--- config.mk ---
export PLATFORM = sky130hd
export DESIGN_NAME = rac_top
export DESIGN_NICKNAME = d
export VERILOG_FILES = /design/src/rac_pkg.sv /design/src/rac_top.sv
export VERILOG_INCLUDE_DIRS = /design/src
export SDC_FILE = /design/constraint.sdc
export NUM_CORES = 1
export LEC_CHECK = 0
export BUFFER_PORTS_ARGS = -buffer_cell sky130_fd_sc_hd__clkbuf_2
export CAP_MARGIN = 15
export CORE_AREA = 4 4 209 211
export DETAILED_ROUTE_END_ITERATION = 7
export DIE_AREA = 0 0 213 215
export PLACE_DENSITY = 0.79
export SETUP_SLACK_MARGIN = 0.05
export SLEW_MARGIN = 20
export SYNTH_ARGS = -nofsm -noshare
export SYNTH_HDL_FRONTEND = slang
export SYNTH_SLANG_ARGS = --single-unit
export TNS_END_PERCENT = 5
--- constraint.sdc ---
create_clock -name mclk_in -period 11.78 [get_ports mclk_in]
set_input_delay 1.178 -clock mclk_in [delete_from_list [all_inputs] [get_ports mclk_in]]
set_output_delay 1.178 -clock mclk_in [all_outputs]
set_load 0.01 [all_outputs]
--- src/rac_cfg.svh ---
// register map, field positions, reset values and timing constants of the adapt/lock control
// Operation
// - slow-edge bit doubles output transition times; resets to zero for fastest edges
// - output inversion bit inverts serial output data of the selected channel only
// - default score is smaller of eye width and scaled eye height
// - feedback score type: 0 invalid, 1 width, 2 height, 3 both (reset)
// - linear score type field uses the same encoding as feedback score type
// - weighted score is (width-b)*a plus (height-c)*(1-a), factors from three registers
// - weighted score used for linear when bit 7 set, feedback when bit 6
// - rate and subrate bits form one four-bit code constraining the lock search
// - tuning mode: none, linear, linear-feedback-linear, linear-until-lock-feedback-linear; reset is 1
// - mode 0 adapts nothing; equalizer values come only from host settings
// - mode 1 adapts linear only; feedback enabled with all taps forced zero
// - feedback adaptation taps never exceed limits held in two limit registers
// - lock is declared only when width and height both exceed their thresholds
// - while locked, either eye opening at or below its threshold declares loss of lock
// - clearing the eye-monitor enable stops eye-based loss of lock
// - on unlock, restart acquisition, and adapt when tuning mode is nonzero
// - host sets then clears linear trigger; device starts one linear run
// - host sets then clears feedback trigger; device starts one feedback run
// - reference clock calibrates oscillator coarse tuning at reset, no sweep needed
// - reference clock detects oscillator drift quickly and raises loss-of-lock interrupt
// - lock to a jitter spur restarts adaptation and lock until correct rate
`ifndef RAC_CFG_SVH
`define RAC_CFG_SVH

// register offsets
`define RAC_A_SLEW 8'h18
`define RAC_A_POL 8'h1f
`define RAC_A_FBTRIG 8'h24
`define RAC_A_FBSCORE 8'h2c
`define RAC_A_RATE 8'h2f
`define RAC_A_MODE 8'h31
`define RAC_A_LIMA 8'h33
`define RAC_A_TAPLO 8'h34
`define RAC_A_TAPHI 8'h35
`define RAC_A_REFMODE 8'h36
`define RAC_A_EYEMON 8'h3e
`define RAC_A_EYETH 8'h6a
`define RAC_A_WA 8'h6b
`define RAC_A_WB 8'h6c
`define RAC_A_WC 8'h6d
`define RAC_A_WEN 8'h6e
`define RAC_A_CHSEL 8'hff

// storage index of each register
`define RAC_I_SLEW 4'h0
`define RAC_I_POL 4'h1
`define RAC_I_FBTRIG 4'h2
`define RAC_I_FBSCORE 4'h3
`define RAC_I_RATE 4'h4
`define RAC_I_MODE 4'h5
`define RAC_I_LIMA 4'h6
`define RAC_I_TAPLO 4'h7
`define RAC_I_TAPHI 4'h8
`define RAC_I_REFMODE 4'h9
`define RAC_I_EYEMON 4'ha
`define RAC_I_EYETH 4'hb
`define RAC_I_WA 4'hc
`define RAC_I_WB 4'hd
`define RAC_I_WC 4'he
`define RAC_I_WEN 4'hf

// field positions
`define RAC_B_SLOW 2
`define RAC_B_INV 7
`define RAC_B_FBTRIG 2
`define RAC_B_LINTRIG 0
`define RAC_B_MONEN 7
`define RAC_B_WLIN 7
`define RAC_B_WFB 6
`define RAC_F_FBSCORE 5:4
`define RAC_F_LINSCORE 4:3
`define RAC_F_MODE 6:5
`define RAC_F_RATE 7:4
`define RAC_F_SUBRATE 5:4
`define RAC_F_TH_W 7:4
`define RAC_F_TH_H 3:0
`define RAC_F_TAP1MAX 4:0
`define RAC_F_TAPNMAX 3:0

// reset values
`define RAC_R_FBSCORE 8'h32
`define RAC_R_MODE 8'h38
`define RAC_R_TAPLO 8'h0f
`define RAC_R_TAPHI 8'h1f
`define RAC_R_REFMODE 8'h30
`define RAC_R_EYEMON 8'h80
`define RAC_R_ZERO 8'h00
`define RAC_R_CHSEL 8'h00

// channel served by this block, as a bit of the channel select value
`define RAC_CHAN_BIT 0

// score scaling and weighting
`define RAC_VSCALE_NUM 10'd3
`define RAC_VSCALE_SHIFT 1
`define RAC_WEIGHT_ONE 18'sd256
`define RAC_WEIGHT_SHIFT 8

// reference clock measurement
`define RAC_MCLK_MHZ 200
`define RAC_REF_MHZ 25
`define RAC_REF_WIN 8'd64
`define RAC_FREQ_TOL 16'd4

`endif

--- src/rac_pkg.sv ---
// shared types of the adapt/lock control
package rac_pkg;

    // one eye measurement from the monitor
    typedef struct packed {
        logic [7:0] width;
        logic [7:0] height;
    } rac_eye_t;

    // equalizer setting: linear boost and feedback taps
    typedef struct packed {
        logic fb_en;
        logic [7:0] boost;
        logic [4:0] tap1;
        logic [3:0] tap2;
        logic [3:0] tap3;
        logic [3:0] tap4;
        logic [3:0] tap5;
    } rac_eq_t;

    // score type selection
    typedef enum logic [1:0] {
        RAC_SC_INVALID,
        RAC_SC_WIDTH,
        RAC_SC_HEIGHT,
        RAC_SC_BOTH
    } rac_score_t;

    // channel control sequence
    typedef enum logic [2:0] {
        RAC_ST_CAL,
        RAC_ST_ACQ,
        RAC_ST_LIN1,
        RAC_ST_FB,
        RAC_ST_LIN2,
        RAC_ST_MLIN,
        RAC_ST_MFB,
        RAC_ST_LOCK
    } rac_state_t;

endpackage

--- src/rac_top.sv ---
// per-channel adaptation, lock qualification and output control
`timescale 1ns/10ps
`default_nettype none
`include "rac_cfg.svh"

module rac_top
    import rac_pkg::*;
(
    // clock and reset
    input wire logic mclk_in,
    input wire logic rstn_in,
    // register access port
    input wire logic [7:0] reg_addr_in,
    input wire logic [7:0] reg_wdata_in,
    input wire logic reg_wr_in,
    input wire logic reg_rd_in,
    output logic [7:0] reg_rdata_out,
    // pins: reference clock and divided oscillator
    input wire logic refclk_in,
    input wire logic vco_div_in,
    // recovery and eye monitor
    input wire logic phase_lock_in,
    input wire rac_eye_t eye_in,
    input wire logic eye_valid_in,
    // adaptation engine
    input wire rac_eq_t eng_eq_in,
    input wire logic eng_done_in,
    input wire rac_eq_t host_eq_in,
    output logic lin_run_out,
    output logic fb_run_out,
    output logic [15:0] score_out,
    output logic score_valid_out,
    output rac_eq_t eq_out,
    output logic [3:0] rate_code_out,
    // status
    output logic locked_out,
    output logic lol_irq_out,
    output logic cal_done_out,
    output logic [15:0] vco_coarse_out,
    output logic slow_edge_out,
    // serial data path
    input wire logic [7:0] din_in,
    input wire logic din_valid_in,
    output logic din_ready_out,
    output logic [7:0] dout_out,
    output logic dout_valid_out,
    input wire logic dout_ready_in
);

    // address decode, shared by write and read paths
    function automatic logic [4:0] reg_lookup(input logic [7:0] a);
        logic [4:0] r;
        r = 5'h00;
        unique case (a)
            `RAC_A_SLEW: r = {1'b1, `RAC_I_SLEW};
            `RAC_A_POL: r = {1'b1, `RAC_I_POL};
            `RAC_A_FBTRIG: r = {1'b1, `RAC_I_FBTRIG};
            `RAC_A_FBSCORE: r = {1'b1, `RAC_I_FBSCORE};
            `RAC_A_RATE: r = {1'b1, `RAC_I_RATE};
            `RAC_A_MODE: r = {1'b1, `RAC_I_MODE};
            `RAC_A_LIMA: r = {1'b1, `RAC_I_LIMA};
            `RAC_A_TAPLO: r = {1'b1, `RAC_I_TAPLO};
            `RAC_A_TAPHI: r = {1'b1, `RAC_I_TAPHI};
            `RAC_A_REFMODE: r = {1'b1, `RAC_I_REFMODE};
            `RAC_A_EYEMON: r = {1'b1, `RAC_I_EYEMON};
            `RAC_A_EYETH: r = {1'b1, `RAC_I_EYETH};
            `RAC_A_WA: r = {1'b1, `RAC_I_WA};
            `RAC_A_WB: r = {1'b1, `RAC_I_WB};
            `RAC_A_WC: r = {1'b1, `RAC_I_WC};
            `RAC_A_WEN: r = {1'b1, `RAC_I_WEN};
            default: r = 5'h00;
        endcase
        return r;
    endfunction

    // distance between two frequency counts
    function automatic logic [15:0] abs_diff(input logic [15:0] x, input logic [15:0] y);
        return (x > y) ? (x - y) : (y - x);
    endfunction

    // clamp one tap weight to its limit
    function automatic logic [4:0] tap_clamp(input logic [4:0] w, input logic [4:0] lim);
        return (w > lim) ? lim : w;
    endfunction

    localparam logic [7:0] RST_VALS [16] = '{
        `RAC_R_ZERO, `RAC_R_ZERO, `RAC_R_ZERO, `RAC_R_FBSCORE,
        `RAC_R_ZERO, `RAC_R_MODE, `RAC_R_ZERO, `RAC_R_TAPLO,
        `RAC_R_TAPHI, `RAC_R_REFMODE, `RAC_R_EYEMON, `RAC_R_ZERO,
        `RAC_R_ZERO, `RAC_R_ZERO, `RAC_R_ZERO, `RAC_R_ZERO};

    // ---------------- register file ----------------
    logic [7:0] regs_q [16];
    logic [7:0] regs_d [16];
    logic [7:0] chsel_q, chsel_d;
    logic [7:0] rdata_q, rdata_d;
    logic lin_trig_prev_q, fb_trig_prev_q;
    logic [4:0] wr_hit, rd_hit;
    logic chan_sel;

    // host writes land only in the selected channel's set
    always_comb begin
        wr_hit = reg_lookup(reg_addr_in);
        rd_hit = reg_lookup(reg_addr_in);
        chan_sel = chsel_q[`RAC_CHAN_BIT];
        regs_d = regs_q;
        chsel_d = chsel_q;
        rdata_d = rdata_q;
        if (reg_wr_in && reg_addr_in == `RAC_A_CHSEL) begin
            chsel_d = reg_wdata_in;
        end
        if (reg_wr_in && wr_hit[4] && chan_sel) begin
            regs_d[wr_hit[3:0]] = reg_wdata_in;
        end
        if (reg_rd_in) begin
            if (reg_addr_in == `RAC_A_CHSEL) begin
                rdata_d = chsel_q;
            end else if (rd_hit[4]) begin
                rdata_d = regs_q[rd_hit[3:0]];
            end else begin
                rdata_d = `RAC_R_ZERO;
            end
        end
    end

    always_ff @(posedge mclk_in or negedge rstn_in) begin
        if (!rstn_in) begin
            for (int i = 0; i < 16; i++) begin
                regs_q[i] <= RST_VALS[i];
            end
            chsel_q <= `RAC_R_CHSEL;
            rdata_q <= `RAC_R_ZERO;
            lin_trig_prev_q <= 1'b0;
            fb_trig_prev_q <= 1'b0;
        end else begin
            regs_q <= regs_d;
            chsel_q <= chsel_d;
            rdata_q <= rdata_d;
            lin_trig_prev_q <= regs_q[`RAC_I_RATE][`RAC_B_LINTRIG];
            fb_trig_prev_q <= regs_q[`RAC_I_FBTRIG][`RAC_B_FBTRIG];
        end
    end

    // field views
    logic [1:0] mode;
    logic mon_en;
    logic [7:0] th_w, th_h;
    logic lin_trig, fb_trig;
    always_comb begin
        mode = regs_q[`RAC_I_MODE][`RAC_F_MODE];
        mon_en = regs_q[`RAC_I_EYEMON][`RAC_B_MONEN];
        th_w = {regs_q[`RAC_I_EYETH][`RAC_F_TH_W], 4'h0};
        th_h = {regs_q[`RAC_I_EYETH][`RAC_F_TH_H], 4'h0};
        lin_trig = lin_trig_prev_q & ~regs_q[`RAC_I_RATE][`RAC_B_LINTRIG];
        fb_trig = fb_trig_prev_q & ~regs_q[`RAC_I_FBTRIG][`RAC_B_FBTRIG];
    end

    // ---------------- reference clock measurement ----------------
    // pins pass two flops; the third flop only delays for edge detection
    logic ref_s1_q, ref_s2_q, ref_s3_q;
    logic vco_s1_q, vco_s2_q, vco_s3_q;
    logic [7:0] win_q, win_d;
    logic [15:0] vcnt_q, vcnt_d, meas_q, meas_d, cal_q, cal_d;
    logic meas_done_q, meas_done_d, cal_done_q, cal_done_d;
    logic ref_rise, vco_rise;

    // count oscillator edges over a fixed number of reference periods
    always_comb begin
        ref_rise = ref_s2_q & ~ref_s3_q;
        vco_rise = vco_s2_q & ~vco_s3_q;
        win_d = win_q;
        vcnt_d = vco_rise ? vcnt_q + 16'h0001 : vcnt_q;
        meas_d = meas_q;
        meas_done_d = 1'b0;
        cal_d = cal_q;
        cal_done_d = cal_done_q;
        if (ref_rise) begin
            if (win_q == `RAC_REF_WIN - 8'd1) begin
                win_d = 8'h00;
                vcnt_d = 16'h0000;
                meas_d = vcnt_q;
                meas_done_d = 1'b1;
                // first window after reset sets coarse tuning
                if (!cal_done_q) begin
                    cal_d = vcnt_q;
                    cal_done_d = 1'b1;
                end
            end else begin
                win_d = win_q + 8'd1;
            end
        end
    end

    always_ff @(posedge mclk_in or negedge rstn_in) begin
        if (!rstn_in) begin
            ref_s1_q <= 1'b0;
            ref_s2_q <= 1'b0;
            ref_s3_q <= 1'b0;
            vco_s1_q <= 1'b0;
            vco_s2_q <= 1'b0;
            vco_s3_q <= 1'b0;
            win_q <= 8'h00;
            vcnt_q <= 16'h0000;
            meas_q <= 16'h0000;
            meas_done_q <= 1'b0;
            cal_q <= 16'h0000;
            cal_done_q <= 1'b0;
        end else begin
            ref_s1_q <= refclk_in;
            ref_s2_q <= ref_s1_q;
            ref_s3_q <= ref_s2_q;
            vco_s1_q <= vco_div_in;
            vco_s2_q <= vco_s1_q;
            vco_s3_q <= vco_s2_q;
            win_q <= win_d;
            vcnt_q <= vcnt_d;
            meas_q <= meas_d;
            meas_done_q <= meas_done_d;
            cal_q <= cal_d;
            cal_done_q <= cal_done_d;
        end
    end

    // ---------------- lock and adaptation sequence ----------------
    rac_state_t st_q, st_d;
    logic pend_q, pend_d;
    logic [15:0] lock_cnt_q, lock_cnt_d;
    logic lol_q, lol_d;
    logic eye_ok, false_lock, drift;
    logic [15:0] expect_cnt;

    always_comb begin
        // both openings must exceed their thresholds
        eye_ok = (eye_in.width > th_w) && (eye_in.height > th_h);
        // subrate divides the expected oscillator count
        expect_cnt = cal_q >> regs_q[`RAC_I_RATE][`RAC_F_SUBRATE];
        // lock far from calibrated rate is a spur lock
        false_lock = abs_diff(meas_q, expect_cnt) > `RAC_FREQ_TOL;
        // oscillator drift away from locked frequency
        drift = meas_done_q && (abs_diff(meas_q, lock_cnt_q) > `RAC_FREQ_TOL);
        st_d = st_q;
        pend_d = pend_q;
        lock_cnt_d = lock_cnt_q;
        lol_d = 1'b0;
        unique case (st_q)
            RAC_ST_CAL: begin
                if (cal_done_q) begin
                    st_d = RAC_ST_ACQ;
                end
            end
            RAC_ST_ACQ: begin
                // pending adaptation runs before lock is judged
                if (pend_q && mode != 2'b00) begin
                    st_d = RAC_ST_LIN1;
                end else if (lin_trig) begin
                    st_d = RAC_ST_MLIN;
                end else if (fb_trig) begin
                    st_d = RAC_ST_MFB;
                end else if (phase_lock_in && eye_valid_in && eye_ok) begin
                    if (false_lock) begin
                        pend_d = 1'b1;
                    end else begin
                        pend_d = 1'b0;
                        lock_cnt_d = meas_q;
                        st_d = RAC_ST_LOCK;
                    end
                end
            end
            RAC_ST_LIN1: begin
                // mode 3 stops first linear pass at lock
                if (eng_done_in || (mode == 2'b11 && phase_lock_in)) begin
                    st_d = (mode == 2'b01) ? RAC_ST_ACQ : RAC_ST_FB;
                    pend_d = (mode == 2'b01) ? 1'b0 : pend_q;
                end
            end
            RAC_ST_FB: begin
                if (eng_done_in) begin
                    st_d = RAC_ST_LIN2;
                end
            end
            RAC_ST_LIN2: begin
                if (eng_done_in) begin
                    pend_d = 1'b0;
                    st_d = RAC_ST_ACQ;
                end
            end
            RAC_ST_MLIN, RAC_ST_MFB: begin
                // triggers are not looked at while a run is active
                if (eng_done_in) begin
                    st_d = RAC_ST_ACQ;
                end
            end
            RAC_ST_LOCK: begin
                if (lin_trig) begin
                    st_d = RAC_ST_MLIN;
                end else if (fb_trig) begin
                    st_d = RAC_ST_MFB;
                // eye closing or lost phase drops lock
                // eye checks only with monitor enabled
                end else if (drift || !phase_lock_in || (eye_valid_in && mon_en && !eye_ok)) begin
                    lol_d = 1'b1;
                    pend_d = 1'b1;
                    st_d = RAC_ST_ACQ;
                end
            end
        endcase
    end

    always_ff @(posedge mclk_in or negedge rstn_in) begin
        if (!rstn_in) begin
            st_q <= RAC_ST_CAL;
            pend_q <= 1'b1;
            lock_cnt_q <= 16'h0000;
            lol_q <= 1'b0;
        end else begin
            st_q <= st_d;
            pend_q <= pend_d;
            lock_cnt_q <= lock_cnt_d;
            lol_q <= lol_d;
        end
    end

    // ---------------- score and equalizer outputs ----------------
    logic lin_run, fb_run;
    logic [9:0] v_scaled_w;
    logic [7:0] v_scaled, fom_simple;
    logic signed [17:0] dh, dv, fom_weighted;
    rac_score_t sc_type;
    logic use_weighted;
    logic [15:0] score_q, score_d;
    logic score_valid_q, score_valid_d;
    rac_eq_t eq_q, eq_d;

    always_comb begin
        lin_run = (st_q == RAC_ST_LIN1) || (st_q == RAC_ST_LIN2) || (st_q == RAC_ST_MLIN);
        fb_run = (st_q == RAC_ST_FB) || (st_q == RAC_ST_MFB);
        // height scaled to a fixed reference, saturated
        v_scaled_w = ({2'b00, eye_in.height} * `RAC_VSCALE_NUM) >> `RAC_VSCALE_SHIFT;
        v_scaled = (v_scaled_w > 10'd255) ? 8'hff : v_scaled_w[7:0];
        // feedback type, linear type, same encoding
        sc_type = rac_score_t'(fb_run ? regs_q[`RAC_I_FBSCORE][`RAC_F_FBSCORE]
                                      : regs_q[`RAC_I_MODE][`RAC_F_LINSCORE]);
        unique case (sc_type)
            RAC_SC_WIDTH: fom_simple = eye_in.width;
            RAC_SC_HEIGHT: fom_simple = v_scaled;
            RAC_SC_BOTH: fom_simple = (eye_in.width < v_scaled) ? eye_in.width : v_scaled;
            RAC_SC_INVALID: fom_simple = 8'h00;
        endcase
        // weighted score, a taken as a fraction of 256
        dh = $signed({10'h000, eye_in.width}) - $signed({10'h000, regs_q[`RAC_I_WB]});
        dv = $signed({10'h000, eye_in.height}) - $signed({10'h000, regs_q[`RAC_I_WC]});
        fom_weighted = 18'((dh * $signed({10'h000, regs_q[`RAC_I_WA]})
                       + dv * (`RAC_WEIGHT_ONE - $signed({10'h000, regs_q[`RAC_I_WA]}))) >>> `RAC_WEIGHT_SHIFT);
        use_weighted = fb_run ? regs_q[`RAC_I_WEN][`RAC_B_WFB] : regs_q[`RAC_I_WEN][`RAC_B_WLIN];
        score_d = score_q;
        score_valid_d = 1'b0;
        if (eye_valid_in && (lin_run || fb_run)) begin
            score_d = use_weighted ? fom_weighted[15:0] : {8'h00, fom_simple};
            score_valid_d = 1'b1;
        end
        eq_d = eng_eq_in;
        unique case (mode)
            2'b00: eq_d = host_eq_in;
            2'b01: begin
                eq_d.fb_en = 1'b1;
                eq_d.tap1 = 5'h00;
                eq_d.tap2 = 4'h0;
                eq_d.tap3 = 4'h0;
                eq_d.tap4 = 4'h0;
                eq_d.tap5 = 4'h0;
            end
            default: begin
                // taps held within the limit fields
                eq_d.tap1 = tap_clamp(eng_eq_in.tap1, regs_q[`RAC_I_TAPHI][`RAC_F_TAP1MAX]);
                eq_d.tap2 = 4'(tap_clamp({1'b0, eng_eq_in.tap2}, {1'b0, regs_q[`RAC_I_TAPLO][`RAC_F_TAPNMAX]}));
                eq_d.tap3 = 4'(tap_clamp({1'b0, eng_eq_in.tap3}, {1'b0, regs_q[`RAC_I_TAPLO][`RAC_F_TAPNMAX]}));
                eq_d.tap4 = 4'(tap_clamp({1'b0, eng_eq_in.tap4}, {1'b0, regs_q[`RAC_I_TAPLO][`RAC_F_TAPNMAX]}));
                eq_d.tap5 = 4'(tap_clamp({1'b0, eng_eq_in.tap5}, {1'b0, regs_q[`RAC_I_TAPLO][`RAC_F_TAPNMAX]}));
            end
        endcase
    end

    always_ff @(posedge mclk_in or negedge rstn_in) begin
        if (!rstn_in) begin
            score_q <= 16'h0000;
            score_valid_q <= 1'b0;
            eq_q <= '0;
        end else begin
            score_q <= score_d;
            score_valid_q <= score_valid_d;
            eq_q <= eq_d;
        end
    end

    // ---------------- two-entry data buffer ----------------
    // inversion applied on entry so the output is read straight from the two storage flops
    logic [7:0] mem_q [2];
    logic [7:0] mem_d [2];
    logic wp_q, wp_d, rp_q, rp_d;
    logic [1:0] cnt_q, cnt_d;
    logic push, pop;

    always_comb begin
        din_ready_out = (cnt_q != 2'd2);
        dout_valid_out = (cnt_q != 2'd0);
        push = din_valid_in && din_ready_out;
        pop = dout_valid_out && dout_ready_in;
        mem_d = mem_q;
        wp_d = wp_q;
        rp_d = rp_q;
        if (push) begin
            // polarity inversion of this channel's data
            mem_d[wp_q] = din_in ^ {8{regs_q[`RAC_I_POL][`RAC_B_INV]}};
            wp_d = ~wp_q;
        end
        if (pop) begin
            rp_d = ~rp_q;
        end
        cnt_d = cnt_q + {1'b0, push} - {1'b0, pop};
    end

    always_ff @(posedge mclk_in or negedge rstn_in) begin
        if (!rstn_in) begin
            mem_q[0] <= 8'h00;
            mem_q[1] <= 8'h00;
            wp_q <= 1'b0;
            rp_q <= 1'b0;
            cnt_q <= 2'd0;
        end else begin
            mem_q <= mem_d;
            wp_q <= wp_d;
            rp_q <= rp_d;
            cnt_q <= cnt_d;
        end
    end

    // output assignments
    assign dout_out = mem_q[rp_q];
    assign reg_rdata_out = rdata_q;
    assign lin_run_out = lin_run;
    assign fb_run_out = fb_run;
    assign score_out = score_q;
    assign score_valid_out = score_valid_q;
    assign eq_out = eq_q;
    // rate and subrate as one search code
    assign rate_code_out = regs_q[`RAC_I_RATE][`RAC_F_RATE];
    assign locked_out = (st_q == RAC_ST_LOCK);
    assign lol_irq_out = lol_q;
    assign cal_done_out = cal_done_q;
    assign vco_coarse_out = cal_q;
    assign slow_edge_out = regs_q[`RAC_I_SLEW][`RAC_B_SLOW];

endmodule
`default_nettype wire

==> flow_metrics.tcl, run 1 <==
set metrics [dict create \
    timing.rr.end "score_out[14]" \
    drt-total-wl_um 66690 \
    seq_area_um2 7331 \
    setup_viol 0 \
    synth-edff-count 0 \
    grt_pass1_vias 19880 \
    final_nets 3143 \
    cts_buffer_depth 3 \
    cts_tree "done" \
    worstSetupEndpointType "flop" \
    postCtsResizedCells 0 \
    globalplace.congestion 0.9636 \
    cp_data_arrival_time_ns 8.96 \
    setup_ws_ns 3.275 \
    synthTopCellsByArea "dfrtp_1 (28%), fa_1 (11%), ha_1 (11%)" \
    dr_total_vias 19450 \
    ys.flop_type "dfrtp_1" \
    antenna_found_initial 2 \
    crit_path_start_kind "input port" \
    ys_seq_area_frac 0.2957 \
    drtIter0Drc 1576 \
    critPathRequiredTime_ns 12.23 \
    startpoint "eye_in[1]" \
    path_max_fanout 9 \
    r2r-start "regs_q[24]" \
    slew_violations 0 \
    worst_clock_skew_ns 0.02461 \
    cellLeakagePower_uw 0.01373 \
    hold_path_startpoint "ref_s1_q" \
    multiInputGateArea_um2 15830 \
    ys_types 91 \
    core.rowCount 75 \
    synth_top_area_frac 0.2755 \
    cts_num_sinks 292 \
    post-route-period-util 0.7220 \
    grt_max_degree 186 \
    portBuffers 201 \
    drc 0 \
    endpoint "score_out[14]" \
    cp_common_cell "fa_1" \
    cts.hold.buffers_added 0 \
    path_depth 31 \
    root_buffer "clkbuf_16" \
    grt-ovfl-total 0 \
    core_area_um2 41760 \
    cp_slowest_cell "xor2_1" \
    synth_area_leader_cell "dfrtp_1" \
    mostFrequentLayoutCell "inv_1" \
    clk_latency_ns 0.55 \
    path_clk_slew_ns 0.06 \
    drive_above_1_share 0.1906 \
    dpl.hpwl_um 51460 \
    viasPerCell 5.999 \
    die_area_um2 45800 \
    synth_area_um2 24790 \
    wire_per_inst_um 20.57 \
    r2r_slack_ns 3.33 \
    top_usage_layer "met2" \
    initial_core_util 0.5937 \
    ant_nets 0 \
    r2r_cells 25 \
    ir_drop_v 0.0001591 \
    fmax_mhz 117.6 \
    ys_warn_count 0 \
    synth.avg_cell_area_um2 9.730 \
    fp.dieH_um 215 \
    fin_crit_ns 8.505 \
    area_growth_syn_to_layout_pct 9.568 \
    min_path_type "flop to flop" \
    grt_usage 0.2914 \
    synthArstFlopShare 1.000 \
    ys_seq_elements 292 \
    ios 202 \
    pre_cts_ws_ns 2.847 \
    status "finished, final reports clean" \
    most-common-layout-cells "inv_1 (299), dfrtp_1 (273), ha_1 (211), clkbuf_2 (200), mux2_2 (186)" \
    powerDensity_nw_per_um2 122.2 \
    finalSetupTns_ns 0 \
    grt.met3_usage 0.04988 \
    hold_viol 0 \
    globalRouteMet1Util 0.4273 \
    cts_buffers 34 \
    drv_cap 0 \
    first_pass_iters 7 \
    post_cts_buffers 0 \
    grtUsageMet2 0.4455 \
    synth_fp_nets 3010 \
    num-fill-cells 3265 \
    crit_type "input port to flop" \
    path_delay_family "adder cells" \
    grt_pass1_wl_um 107200 \
    postSynthCellCount 2548 \
    dieWidth_um 213 \
    worstMarginPinSlew_ns 1.104 \
    rsz0062_at_grt "no" \
    slew_headroom 0.2640 \
    slowest_delay_ns 0.57 \
    cts_max_level 2 \
    path_buf_inv 5 \
]
==> through the flow <==
step,total power (uW),area [um^2],cells,hold slack [ns],utilization
4_1_cts,3321,27130,3240,0.3504,0.6498
3_3_place_gp,2247,26060,3183,0.3339,0.6241
3_5_place_dp,2282,26060,3183,0.3363,0.6241
5_1_grt,3507,27160,3241,0.3687,0.6505
6_report,3319,27160,3242,0.3481,0.6505
2_1_floorplan,1972,24790,2548,0.3312,-
==> cell type report <==
cell class	count	area share
clock inverters	7	0.003454
inverters	300	0.04145
multi-input cells	1841	0.5826
repair buffers	212	0.04164
clock buffers	50	0.03611
flip-flops and latches	292	0.2699
well taps	539	0.02483
diodes	1	0.00009212
==> worst min path at each step <==
| stage | slack, ns | cells after the start | to |
|---|---|---|---|
| after floorplan | 0.33 | 0 | ref_s2_q |
| after global placement | 0.33 | 0 | ref_s2_q |
| after detailed placement | 0.34 | 0 | vco_s2_q |
| after CTS | 0.35 | 0 | ref_s2_q |
| after global routing | 0.37 | 0 | ref_s2_q |
| final | 0.35 | 0 | ref_s2_q |
==> logic make-up after synthesis <==
kind of cell    Yosys count  share of synthesized area
flops                   292                     0.2957
mux                     319                     0.1402
buf+inv                 415                    0.06717
xor+xnor                 98                    0.03462
fa+ha+maj               351                     0.2195
simple gates            636                     0.1284
compound gates          437                     0.1143
==> Yosys cell counts, types with 6 or more instances <==
master	count
nor4_1	7
a21o_1	32
nor3_1	36
a211oi_1	7
mux2_1	7
a22o_1	21
o22ai_1	27
or3_1	12
o211ai_1	6
a31oi_1	17
nand2_1	171
and2_1	46
fa_1	140
nand2b_1	45
mux2_2	186
nor2_1	157
nand3_1	37
dfstp_2	19
o21ai_0	115
nor2b_1	44
xnor2_1	53
buf_4	14
a21oi_1	107
xor2_1	45
mux2i_1	122
nand4_1	19
ha_1	211
dfrtp_1	273
o21a_1	17
o21bai_1	9
and3_1	14
inv_1	299
buf_2	25
or2_2	19
clkbuf_1	67
==> sequential cells by signal, indices dropped and copies added, names as in the netlist, 4 cells and up <==
signal          cells
lock_cnt_q         16
vco_coarse_out     16
score_out          10
mem_q              16
win_q               8
regs_q            120
reg_rdata_out       8
chsel_q             8
rate_code_out       4
meas_q             16
eq_out             30
vcnt_q             16
==> metal layers <==
layer | up-vias | wire [um]
met5 | - | 13
met4 | 2 | 2146
met3 | 133 | 5254
met2 | 735 | 29790
met1 | 9648 | 29490
li1 | 8932 | -
==> report_power, final <==
group	switching [uW]	leakage, uW	internal [uW]
Sequential	88.1	0.00383	1100
Clock	427	0.000515	602
Combinational	658	0.00939	443
No activity file was read; power rests on OpenSTA's default activity.
==> run 2: changes to the inputs <==
- ABC_AREA: not set -> 1
- CORE_AREA: 4 4 209 211 -> 4 4 211 213
- DIE_AREA: 0 0 213 215 -> 0 0 215 217
- clock period: 11.78 -> 7.9 ns (I/O delays scaled with it)
==> flow_metrics.tcl, run 2 <==
set metrics [dict create \
    grt_pass1_wl_um 112900 \
    fin_crit_ns 7.237 \
    utilization 0.6556 \
    ys_top_cells_by_count "nand2_1 (917), inv_1 (606), o21ai_0 (320)" \
    ys_seq_elements 292 \
    dpl.hpwl_um 54120 \
    antenna_found_initial 1 \
    crit_type "flop to flop" \
    cts_tree "done" \
    globalplace.congestion 0.9438 \
    drv_cap 0 \
    dieWidth_um 215 \
    drt-total-wl_um 69610 \
    slowest_delay_ns 0.54 \
    synth.avg_cell_area_um2 7.312 \
    cts_buffers 34 \
    first_pass_iters 8 \
    synth_fp_nets 3936 \
    cts_buffer_depth 3 \
    core.rowCount 76 \
    synth_area_leader_cell "dfrtp_1" \
    ant_nets 0 \
    r2r_cells 31 \
    startpoint "regs_q[25]" \
    die_area_um2 46660 \
    violations "DRC" \
    cellLeakagePower_uw 0.01520 \
    postSynthCellCount 3474 \
    cp_common_cell "inv_1" \
    worstSetupEndpointType "flop" \
    synth-edff-count 0 \
    r2r-start "regs_q[25]" \
    portBuffers 201 \
    finalSetupTns_ns 0 \
    ys_warn_count 0 \
    critPathRequiredTime_ns 8.35 \
    drive_above_1_share 0.1024 \
    slew_headroom 0.2567 \
    fp.dieH_um 217 \
    root_buffer "clkbuf_16" \
    grt_pass1_vias 21860 \
    drc 1 \
    postCtsResizedCells 0 \
    post-route-period-util 0.9161 \
    clk_latency_ns 0.56 \
    endpoint "score_out[8]" \
    grt_usage 0.2971 \
    ir_drop_v 0.0002378 \
    initial_core_util 0.5949 \
    crit_path_start_kind "flop" \
    yosysMostFrequentCell "nand2_1" \
    synthTopCellsByArea "dfrtp_1 (27%), nand2_1 (14%), fa_1 (11%)" \
    synth_area_um2 25400 \
    wire_per_inst_um 16.53 \
    rsz0062_at_grt "no" \
    cp_data_arrival_time_ns 7.69 \
    grt-ovfl-total 0 \
    post_cts_buffers 0 \
    path_clk_slew_ns 0.07 \
    ys_types 63 \
    powerDensity_nw_per_um2 150.7 \
    fmax_mhz 138.2 \
    worst_clock_skew_ns 0.02844 \
    hold_viol 0 \
    drtIter0Drc 2106 \
    path_max_fanout 7 \
    ios 202 \
    ys.flop_type "dfrtp_1" \
    cts.hold.buffers_added 0 \
    cts_num_sinks 292 \
    setup_viol 0 \
    area_growth_syn_to_layout_pct 10.20 \
    largest_register "regs_q" \
    timing.rr.end "score_out[8]" \
    worstMarginPinSlew_ns 1.112 \
    grt_max_degree 177 \
    status "complete, but fails checks" \
    viasPerCell 5.478 \
    mostFrequentLayoutCell "nand2_1" \
    cp_slowest_cell "fa_1" \
    slew_violations 0 \
    largest_reg_flops 120 \
    ys_seq_area_frac 0.2886 \
    synth_top_area_frac 0.2689 \
    min_path_type "input port to asynchronous set/reset pin" \
    dr_total_vias 23060 \
    cts_max_level 2 \
    synthArstFlopShare 1.000 \
    core_area_um2 42700 \
    r2r_slack_ns 0.66 \
    most-common-layout-cells "nand2_1 (917), inv_1 (606), o21ai_0 (320), nor2_1 (307), dfrtp_1 (273)" \
    final_nets 4099 \
]
-- run 2: changes by cell type after synthesis, moves of 44 or more --
cell      previous run  this run
nand2_1            171       917
inv_1              299       606
o21ai_0            115       320
mux2i_1            122         4
nand3_1             37       107
o21ai_1              3        63
nor2_1             157       309
mux2_2             186        10
nor2b_1             44         0
nand2b_1            45         0
-- run 2: cells by family after synthesis --
kind of cell               count (synthesis)  synth area share
and+or+nand+nor                         1467            0.2375
DFF                                      292            0.2886
muxes                                     14          0.006009
buffers and inverters                    712            0.1101
xor gates and xnor gates                  70           0.02414
adders and majority gates                351            0.2143
AOI/OAI and AO/OA                        568            0.1194
-- run 2: how the worst min path moves through the flow --
stage                     cells past startpoint       start            to  slack (ns)
after floorplan                               0    ref_s1_q      ref_s2_q        0.33
after global placement                        0    vco_s1_q      vco_s2_q        0.34
after detailed placement                      0    vco_s1_q      vco_s2_q        0.34
after CTS                                     1     rstn_in  score_out[0]        0.34
after global routing                          1  vco_div_in      vco_s1_q        0.35
final                                         1     rstn_in  score_out[0]        0.32
-- run 2: per-layer routing --
metal,share of wire,global-route usage,vias up
met5,0,0,-
met4,0.042,0.1127,0
met3,0.074,0.04091,170
met2,0.46,0.4861,913
met1,0.42,0.4070,10760
li1,-,-,11220
-- run 2: critical path: cells and delay by family (launching register included) --
family,cells,cell delay [ns]
simple gates,10,1.35
fa+ha+maj,8,3.65
compound gates,5,0.92
flops,1,0.36
buf+inv,8,0.85
-- run 2: stage by stage --
step                total power, uW  hold WS [ns]  setup slack (ns)  area [um^2]  instances
CTS                            4229        0.3369            0.7727        27990       4209
global route                   4436        0.3493            0.2300        27990       4210
finish                         4218        0.3218            0.6626        27990       4210
floorplan                      2267        0.3312            0.8601        25400       3474
detailed placement             2554        0.3378            0.3037        26800       4147
global placement               2534        0.3358            0.4967        26800       4147
-- run 2: report_power, final --
group | total (uW) | switching (uW) | internal, uW
combinational | 857 | 536 | 321
sequential | 1680 | 72.8 | 1610
clock | 1680 | 694 | 985
-- run 2: layout make-up --
type                    count  area [um^2]
repair buffers            223         1194
fillers                  3797        14700
inverters                 616         2312
diodes                      1        2.502
clock inverters            12        198.9
flip-flops and latches    292         7331
clock buffers              50        991.0
multi-input cells        2470        15280
well taps                 546        683.2
